--- src/hdl/xpd_pkg.sv ---
// Constants shared by the crosspoint serial control ends.
// Assumes both ends compile this package first.
package xpd_pkg;
	localparam int XPD_BYTE_BITS   = 8;
	localparam int XPD_OUTPUTS     = 16;
	localparam int XPD_ELEMENTS    = 6;
	localparam int XPD_CODE_MSB    = 7;
	localparam int XPD_CODE_LSB    = 6;
	localparam int XPD_GROUP_MSB   = 5;
	localparam int XPD_GROUP_LSB   = 4;
	localparam logic [1:0] XPD_GROUP_OFF = 2'h3;
	localparam logic [2:0] XPD_BIT_DEC   = 3'h2;
	localparam logic [2:0] XPD_BIT_LOAD  = 3'h7;
	localparam logic [3:0] XPD_ADDR_RST  = 4'h0;
	localparam logic [7:0] XPD_OFF_BYTE  = 8'h30;
	// Host divides REF_CLK by 2*XPD_HALF_DIV for the link clock
	localparam logic [1:0] XPD_HALF_DIV  = 2'h2;
endpackage

--- src/hdl/xpd_link_if.sv ---
// Link between combiner processor end and one crosspoint card.
// Assumes the bench ties the card identity per slot.
`timescale 1ns/1ps
`default_nettype none
interface xpd_link_if;
	logic       ctl_shift_clk;
	logic       ctl_serial_in;
	logic       ctl_frame_strobe;
	logic       vertical_trigger;
	logic [1:0] card_identity;
	modport host (output ctl_shift_clk, output ctl_serial_in,
		output ctl_frame_strobe, output vertical_trigger);
	modport card (input ctl_shift_clk, input ctl_serial_in,
		input ctl_frame_strobe, input vertical_trigger,
		input card_identity);
endinterface
`default_nettype wire

--- src/hdl/xpd_combiner.sv ---
// Combiner end: sends 16 bytes per frame, mirrors them into its selector.
// Assumes a frame request is a one-cycle pulse on REF_CLK.
`timescale 1ns/1ps
`default_nettype none
module xpd_combiner
	import xpd_pkg::*;
(
	input  wire logic        REF_CLK,    // 50 MHz system clock
	input  wire logic        RST,        // Sync reset, active high
	input  wire logic        START,      // Pulse: send a frame
	input  wire logic [7:0]  BYTE_IN [16],// Bytes, index 15 = output 16
	input  wire logic        VT_REQ,     // Level: vertical trigger
	output logic             BUSY,       // Frame in progress
	output logic [127:0]     SELECTOR,   // Selector parallel outputs
	output logic             COMBINER_SHIFT_CLK, // Selector shift pulse
	xpd_link_if.host         LNK          // Serial control link
);
	typedef enum logic [1:0] {XPD_IDLE, XPD_SEND, XPD_END} xpd_state_e;
	xpd_state_e state;
	logic [1:0]   div;
	logic         sclk;
	logic [6:0]   bit_idx;
	logic [127:0] sel_shift;
	logic         rise;
	logic         fall;
	logic [3:0]   byte_no;
	logic         vt_sync;
	logic [1:0]   rst_sr;
	logic         rst_run;

	// Link clock is made here, so no crossing is needed on this side
	assign rise    = (div == XPD_HALF_DIV - 2'h1) && !sclk;
	assign fall    = (div == XPD_HALF_DIV - 2'h1) && sclk;
	assign byte_no = 4'hF - bit_idx[6:3];

	// Link clock runs late in reset so the card's sync reset takes
	assign rst_run = RST && rst_sr[1];

	always_ff @(posedge REF_CLK) begin
		rst_sr <= {rst_sr[0], RST};
	end

	always_ff @(posedge REF_CLK) begin
		if (rst_run || (!RST && state != XPD_IDLE))
			div <= (div == XPD_HALF_DIV - 2'h1) ? 2'h0 : div + 2'h1;
		else
			div <= 2'h0;
	end

	// One rise after the frame with strobe low flushes the last load
	always_ff @(posedge REF_CLK) begin
		if (rst_run || (!RST && state != XPD_IDLE)) begin
			if (rise || fall)
				sclk <= ~sclk;
		end else
			sclk <= 1'b0;
	end

	always_ff @(posedge REF_CLK) begin
		if (RST) begin
			state   <= XPD_IDLE;
			bit_idx <= 7'h00;
		end else begin
			unique case (state)
			XPD_IDLE: begin
				bit_idx <= 7'h00;
				if (START)
					state <= XPD_SEND;
			end
			XPD_SEND: if (fall) begin
				bit_idx <= bit_idx + 7'h01;
				if (bit_idx == 7'h7F)
					state <= XPD_END;
			end
			XPD_END: if (div == XPD_HALF_DIV - 2'h1)
				state <= XPD_IDLE;
			endcase
		end
	end

	// Data changes on falling edge; card samples on rising edge
	always_ff @(posedge REF_CLK) begin
		if (RST) begin
			LNK.ctl_serial_in    <= 1'b0;
			LNK.ctl_frame_strobe <= 1'b0;
		end else begin
			LNK.ctl_frame_strobe <= state == XPD_SEND;
			LNK.ctl_serial_in <=
				BYTE_IN[byte_no][3'h7 - bit_idx[2:0]];
		end
	end
	assign LNK.ctl_shift_clk = sclk;

	// Selector mirrors the outgoing stream
	always_ff @(posedge REF_CLK) begin
		if (RST) begin
			sel_shift          <= 128'h0;
			COMBINER_SHIFT_CLK <= 1'b0;
		end else begin
			COMBINER_SHIFT_CLK <= rise && state == XPD_SEND;
			if (rise && state == XPD_SEND)
				sel_shift <= {sel_shift[126:0], LNK.ctl_serial_in};
		end
	end

	xpd_sync2 u_vt (
		.clk (REF_CLK),
		.rst (RST),
		.d   (VT_REQ),
		.q   (vt_sync)
	);

	always_ff @(posedge REF_CLK) begin
		if (RST) begin
			SELECTOR              <= 128'h0;
			LNK.vertical_trigger  <= 1'b0;
		end else begin
			LNK.vertical_trigger <= vt_sync;
			if (vt_sync && !LNK.vertical_trigger)
				SELECTOR <= sel_shift;
		end
	end

	assign BUSY = state != XPD_IDLE;
endmodule // xpd_combiner
`default_nettype wire

--- src/hdl/xpd_sync2.sv ---
// Two-flop synchroniser for a level.
// Assumes the input is asynchronous to clk.
`timescale 1ns/1ps
`default_nettype none
module xpd_sync2 (
	input  wire logic clk,   // Destination clock
	input  wire logic rst,   // Synchronous reset
	input  wire logic d,     // Async level
	output logic      q      // Synchronised level
);
	logic meta;
	always_ff @(posedge clk) begin
		if (rst) begin
			meta <= 1'b0;
			q    <= 1'b0;
		end else begin
			meta <= d;
			q    <= meta;
		end
	end
endmodule // xpd_sync2

--- src/flat_wrapper.sv ---
// flat-port wrapper written by rule: the top's interface ports become plain ports
module xpd_combiner_flat import xpd_pkg::*;
  (REF_CLK, RST, START, BYTE_IN, VT_REQ, BUSY, SELECTOR, COMBINER_SHIFT_CLK, LNK_ctl_shift_clk, LNK_ctl_serial_in, LNK_ctl_frame_strobe, LNK_vertical_trigger);
  xpd_link_if LNK_i ();
  input  wire logic REF_CLK;
  input  wire logic RST;
  input  wire logic START;
  input  wire logic [7:0] BYTE_IN[16];
  input  wire logic VT_REQ;
  output logic BUSY;
  output logic [127:0] SELECTOR;
  output logic COMBINER_SHIFT_CLK;
  output wire logic [$bits(LNK_i.ctl_shift_clk)-1:0] LNK_ctl_shift_clk;
  output wire logic [$bits(LNK_i.ctl_serial_in)-1:0] LNK_ctl_serial_in;
  output wire logic [$bits(LNK_i.ctl_frame_strobe)-1:0] LNK_ctl_frame_strobe;
  output wire logic [$bits(LNK_i.vertical_trigger)-1:0] LNK_vertical_trigger;
  assign LNK_ctl_shift_clk = LNK_i.ctl_shift_clk;
  assign LNK_ctl_serial_in = LNK_i.ctl_serial_in;
  assign LNK_ctl_frame_strobe = LNK_i.ctl_frame_strobe;
  assign LNK_vertical_trigger = LNK_i.vertical_trigger;
  xpd_combiner u_core (.REF_CLK(REF_CLK), .RST(RST), .START(START), .BYTE_IN(BYTE_IN), .VT_REQ(VT_REQ), .BUSY(BUSY), .SELECTOR(SELECTOR), .COMBINER_SHIFT_CLK(COMBINER_SHIFT_CLK), .LNK(LNK_i));
endmodule
--- config.mk ---
export PLATFORM = sky130hd
export DESIGN_NAME = xpd_combiner_flat
export DESIGN_NICKNAME = d
export VERILOG_FILES = /design/src/hdl/xpd_pkg.sv /design/src/hdl/xpd_link_if.sv /design/src/hdl/xpd_combiner.sv /design/src/hdl/xpd_sync2.sv /design/src/flat_wrapper.sv
export SDC_FILE = /design/constraint.sdc
export NUM_CORES = 1
export LEC_CHECK = 0
export BUFFER_PORTS_ARGS = -buffer_cell sky130_fd_sc_hd__buf_2
export CELL_PAD_IN_SITES_DETAIL_PLACEMENT = 0
export CELL_PAD_IN_SITES_GLOBAL_PLACEMENT = 1
export CORE_ASPECT_RATIO = 1.25
export CORE_MARGIN = 8
export CORE_UTILIZATION = 39
export DETAILED_ROUTE_END_ITERATION = 8
export PLACE_DENSITY_LB_ADDON = 0.05
export REMOVE_ABC_BUFFERS = 1
export SLEW_MARGIN = 25
export SYNTH_ARGS = -nofsm -noshare
export SYNTH_HDL_FRONTEND = slang
export SYNTH_SLANG_ARGS = --single-unit
--- constraint.sdc ---
create_clock -name REF_CLK -period 2.2 [get_ports REF_CLK]
set_input_delay 0.44 -clock REF_CLK [delete_from_list [all_inputs] [get_ports REF_CLK]]
set_output_delay 0.44 -clock REF_CLK [all_outputs]
set_load 0.02 [all_outputs]
# Word level (Yosys, flattened, before mapping)
# Index checks and enable logic that the tools add are counted.
# op_classes
n_addsub	4
n_lt_le_gt_ge	2
n_eq_ne	8
mux	12
bitwise	3
reduce_logical	17
# op_table
operator	count
binary-select mux 8 bit (select 4 bit)	1
2-to-1 mux 8 bit	2
case mux 7 bit (2 select lines)	1
2-to-1 mux 2 bit	4
adder 7 x 1 -> 7 bit (second input constant)	1
== test 7 bit (second input constant)	1
2-to-1 mux 7 bit	1
logical AND 1 bit	6
!= test 2 x 1 -> 1 bit (second input constant)	3
case mux 2 bit (3 select lines)	1
greater-or-equal comparator 5 bit (second input constant)	1
NOT 4 -> 5 bit	1
== test 2 x 1 -> 1 bit (second input constant)	2
less-than comparator 3 x 4 -> 1 bit (second input constant)	1
AND reduction 4 bit	1
nonzero test 2 bit	2
subtractor 4 bit (first input constant)	1
binary-select mux 1 bit (select 3 bit)	1
zero test 1 bit	3
subtractor 3 bit (first input constant)	1
adder 2 x 1 -> 2 bit (second input constant)	1
== test 2 bit (second input constant)	1
zero test 2 bit	1
logical OR 1 bit	2
5 further kinds	6
# word_totals
regBits	276
in_bits	132
output_inout_bits	134
wordCells	59

# Logic depth before layout (Yosys ltp)
# logic_depth
ltp_word	7
depth_mapped	9
depth_no_buf	8

# Modules after synthesis
# A second synthesis with hierarchy kept.
# unflattened
hier_cells	1322
area_unflattened_um2	10716.5
# by_module_without_submodules
mod	instances	cells_per_inst	area_per_inst_um2
xpd_combiner	1	1318	10664.0
xpd_sync2	1	4	52.6

# Worst setup path before layout
# Ideal clock, no wire load.
# synth_timing
path_type	input port to flip-flop
start	in BYTE_IN[43] in the netlist's numbering
end	reg u_core.LNK.ctl_serial_in
setup_time_ps	134
t_arrival_ps	1796
slack_ps	270
stages	6
path_cell_list	mux4_1 > mux2_2 > o21ai_1 > o21ai_1 > a2111oi_2 > o22ai_1
# synth_between
elab_chain_cells	5
# synth_lines
element	line	text
start, declared	flat_wrapper.sv:8	input wire logic [7:0] BYTE_IN[16];
binary-select mux 8 bit (select 4 bit)	xpd_combiner.sv:89	BYTE_IN[byte_no][3'h7 - bit_idx[2:0]];
2-to-1 mux 8 bit (implied by the code) (2 in a row)	xpd_combiner.sv:89	
binary-select mux 1 bit (select 3 bit)	xpd_combiner.sv:89	
2-to-1 mux 1 bit (implied by the code)	xpd_combiner.sv:89	
end signal, assigned	xpd_combiner.sv:88	LNK.ctl_serial_in <=
end, declared	xpd_link_if.sv:11	modport host (output ctl_shift_clk, output ctl_serial_in,
# No other way between the ends. The select of a mux whose other input is x is not followed.
# A chain may end at the register's enable or synchronous reset.

# Worst setup path in the final report
# layout_timing
start	reg u_core.bit_idx[3]
end	reg u_core.LNK.ctl_serial_in
# layout_between
elab_chain_cells	7
# layout_lines
element	line	text
start, declared	xpd_combiner.sv:22	logic [6:0] bit_idx;
start signal, assigned	xpd_combiner.sv:71	bit_idx <= bit_idx + 7'h01;
subtractor 4 bit	xpd_combiner.sv:34	assign byte_no = 4'hF - bit_idx[6:3];
NOT 4 -> 5 bit (implied by the code)	xpd_combiner.sv:89	
binary-select mux 8 bit (select 4 bit)	xpd_combiner.sv:89	
2-to-1 mux 8 bit (implied by the code) (2 in a row)	xpd_combiner.sv:89	
binary-select mux 1 bit (select 3 bit)	xpd_combiner.sv:89	
2-to-1 mux 1 bit (implied by the code)	xpd_combiner.sv:89	
# No other way between the ends. The select of a mux whose other input is x is not followed.

==> summary.txt <==
Critical path
  • R2r startpoint: u_core.bit_idx[3]
  • Critical path capture point type: register
  • CP Class: register to register
  • Crit path required time: between 2 and 3 ns
  • Reg2Reg Depth: 6
  • R2r setup slk: between 0.15 and 0.2 ns
  • Critical path launch point type: register
  • Worst EP arrival: 2.43 ns
  • Critical Path Fanout Max: 4
  • R2R Path End: u_core.LNK.ctl_serial_in

Drt
  • Total Routed Length: 29400 um
  • Vias/cell: 4.90
  • Detailed-router iteration count before antenna repair: 4
  • Routed wire length per instance: 15.3 um
  • Iteration-0 DRC Markers: 464
  • Via count: around 9400
  • Residual DRC: 0
  • Post-route ant nets: 0

Worst hold path
  • Worst hold path depth: 2
  • Hold path start: VT_REQ
  • Hold worst-path end: u_core.u_vt.meta
  • HP Class: input pin to register

Clock tree
  • Cts bufs inserted: 28
  • Worst-case clock buffer depth: 3
  • CTS clock-pin slew for the worst setup and hold paths: 0.06 ns
  • Post-CTS setup buffers: 0
  • Htree depth: 1
  • CTS tree: done
  • Skew-Pair Late Insertion Delay: between 0.5 and 0.6 ns
  • Root buffer cell: clkbuf_16
  • CTS sink cnt: between 200 and 300

Die
  • Starting density of the core: 39.3%
  • I/O pin count: 266
  • Total core area: 0.0273 mm2
  • Die Ht: between 200 and 250 um
  • Site Rows: 68
  • Die area: between 0.03 and 0.04 mm2
  • Die width: roughly 160 um

Yosys
  • Cell Area, Synth: 0.0107 mm2
  • Top cells by area, synth: dfxtp_1 52%, nand2_1 18%, a21oi_1 12%
  • Average size of a mapped cell: 8.10 um2
  • Synth cell types: approximately 50
  • Ys Warns: 0
  • Dominant synthesized flop cell: dfxtp_1
  • Fraction of registers with async set/reset: 0%
  • Top-count cell post-synth: nand2_1
  • Cell taking the most area after synthesis: dfxtp_1
  • Register area share after synthesis: between 50% and 60%
  • Synth top area share: 51.5%
  • Synthesized flop and latch total: 276
  • Most common library cells after synthesis: 525 x nand2_1, 276 x dfxtp_1, 264 x a21oi_1
  • Post-synth EDFFs: 0
  • Synth Instances: 1324

Final layout
  • Ant. Diodes: 0
  • Share of cells above drive strength 1: between 20% and 30%
  • Nets@finish: 1693
  • Synthesis-to-layout area growth: 25.7%

STA
  • Sum of negative setup slack: 0 ns
  • FMAX: 491 MHz
  • Relative slew margins: 65.6%
  • Slew @ Worst Pin: 0.516 ns
  • Final max-slew violation count: 0
  • Min Tclk post-route: 2.04 ns
  • RSZ-0062 raised after global routing: no
  • Period utilization: 92.6%
  • Layout Skew: 0.0187 ns
  • Setup Viol. Count Final: 0
  • Hold Violations, Final: 0

GRT
  • Largest net degree at the start of global routing: just over 70
  • Gr usage total: 17.3%
  • GRT overflow: 0
  • Vias in the first global route: 9546
  • Initial antenna violation count: 1
  • First-pass GRT wire length: ~48000 um

Pwr
  • PD cells: 829 mW/mm2
  • Max IR drop VDD: 0.416 mV
  • P_leak: 5.14 nW
  • Total power: roughly 11 mW

Placement
  • Post-DP HPWL: 20300 um
  • Buffers on Ports: 265
  • GP Congestion: 0.828

Status
  • Outcome: finished, final reports clean

Job
  • Max cap viols: 0
## placed cells by master (no fill, tap or decap), types with 3 or more instances in the layout
cell         n
nand2_1    525
dfxtp_1    274
a21oi_1    264
buf_2      264
mux2i_1     37
clkbuf_16   28
buf_4       27
nor2_1      15
buf_12      11
mux4_1      10
nor2b_1      8
nand3_1      7
mux4_2       7
inv_1        6
a22oi_1      6
clkbuf_8     6
xnor2_1      5
nor3_1       5
ha_1         5
clkbuf_1     5
bufinv_16    4
mux2_2       3
and3_1       3
a31oi_1      3
clkinv_2     3
## per-layer routing
layer | global-route usage [%] | wire length [um] | vias to the layer above
met1 | 20.5 | 12300 | 4300
met3 | 4.76 | 2200 | 38
li1 | - | - | 4823
met2 | 30.1 | 14400 | 255
met5 | 0 | 12 | -
met4 | 4.20 | 497 | 2
## worst max-delay path by stage
stage,startpoint,to,cells after the start
floorplan,u_core.state[1],u_core.sel_shift[0],6
global placement,BYTE_IN[43],u_core.LNK.ctl_serial_in,7
detailed placement,BYTE_IN[11],u_core.LNK.ctl_serial_in,7
CTS,u_core.bit_idx[3],u_core.LNK.ctl_serial_in,6
global route,u_core.bit_idx[3],u_core.LNK.ctl_serial_in,6
finish,u_core.bit_idx[3],u_core.LNK.ctl_serial_in,6
## metrics by stage
step | hold slack (ns) | std cells | cell area, um2 | utilization [%] | worst slack, ns
2_1_floorplan | 0.310 | 1223 | 10300 | - | -2.75
3_3_place_gp | 0.310 | 1876 | 12500 | 45.9 | -0.00394
3_5_place_dp | 0.318 | 1876 | 12500 | 45.9 | -0.0366
4_1_cts | 0.0913 | 1924 | 13500 | 49.4 | 0.00832
5_1_grt | 0.0987 | 1924 | 13500 | 49.4 | 0.0124
6_report | 0.116 | 1924 | 13500 | 49.4 | 0.162
## report_power, final
group | internal (mW) | switching, mW | leakage [nW] | total [mW]
clock network | 2.97 | 1.93 | 0.467 | 4.90
registers | 5.05 | 0.0436 | 2.23 | 5.09
logic | 0.396 | 0.785 | 2.45 | 1.18
total | 8.42 | 2.76 | 5.14 | 11.2
## cell families after synthesis
logic type               Yosys count  synth area share [%]
AO/OA/AOI/OAI                    297                  14.7
XOR/XNOR                           5                 0.408
adder cells (fa/ha/maj)            5                 0.583
buffers and inverters            108                  4.19
flip-flops                       276                  51.5
multiplexers                      57                  7.69
AND/OR/NAND/NOR                  576                  20.9
## critical path, cell delays in order (launching register included)
cell and delay (ns):
dfxtp_2 0.37, mux4_1 0.55, mux2_2 0.28, o21ai_1 0.12, o21ai_1 0.09, a2111oi_2 0.37, o22ai_1 0.11
## registers in the layout (all words and copies together), names as in the netlist, 2 cells and up
signal,count
u_core.bit_idx,7
u_core.div,2
u_core.sel_shift,128
u_core.rst_sr,2
u_core.state,2
u_core.SELECTOR,128
## cell type report
cell class / count / area [um2]
inverter: 7 / 26.3
clock inverter: 10 / 168
timing repair buffer: 303 / 1760
clock buffer: 38 / 788
tap: 350 / 438
multi-input combinational: 940 / 4780
sequential: 276 / 5530
fill: 2740 / 13800
## what timing repair did
action / in CTS / in global routing
setup endpoints to repair: 0 / 1
resized for setup: 0 / 3
hold buffers: 0 / 0
Note: power is estimated with default switching activity, not from simulation.
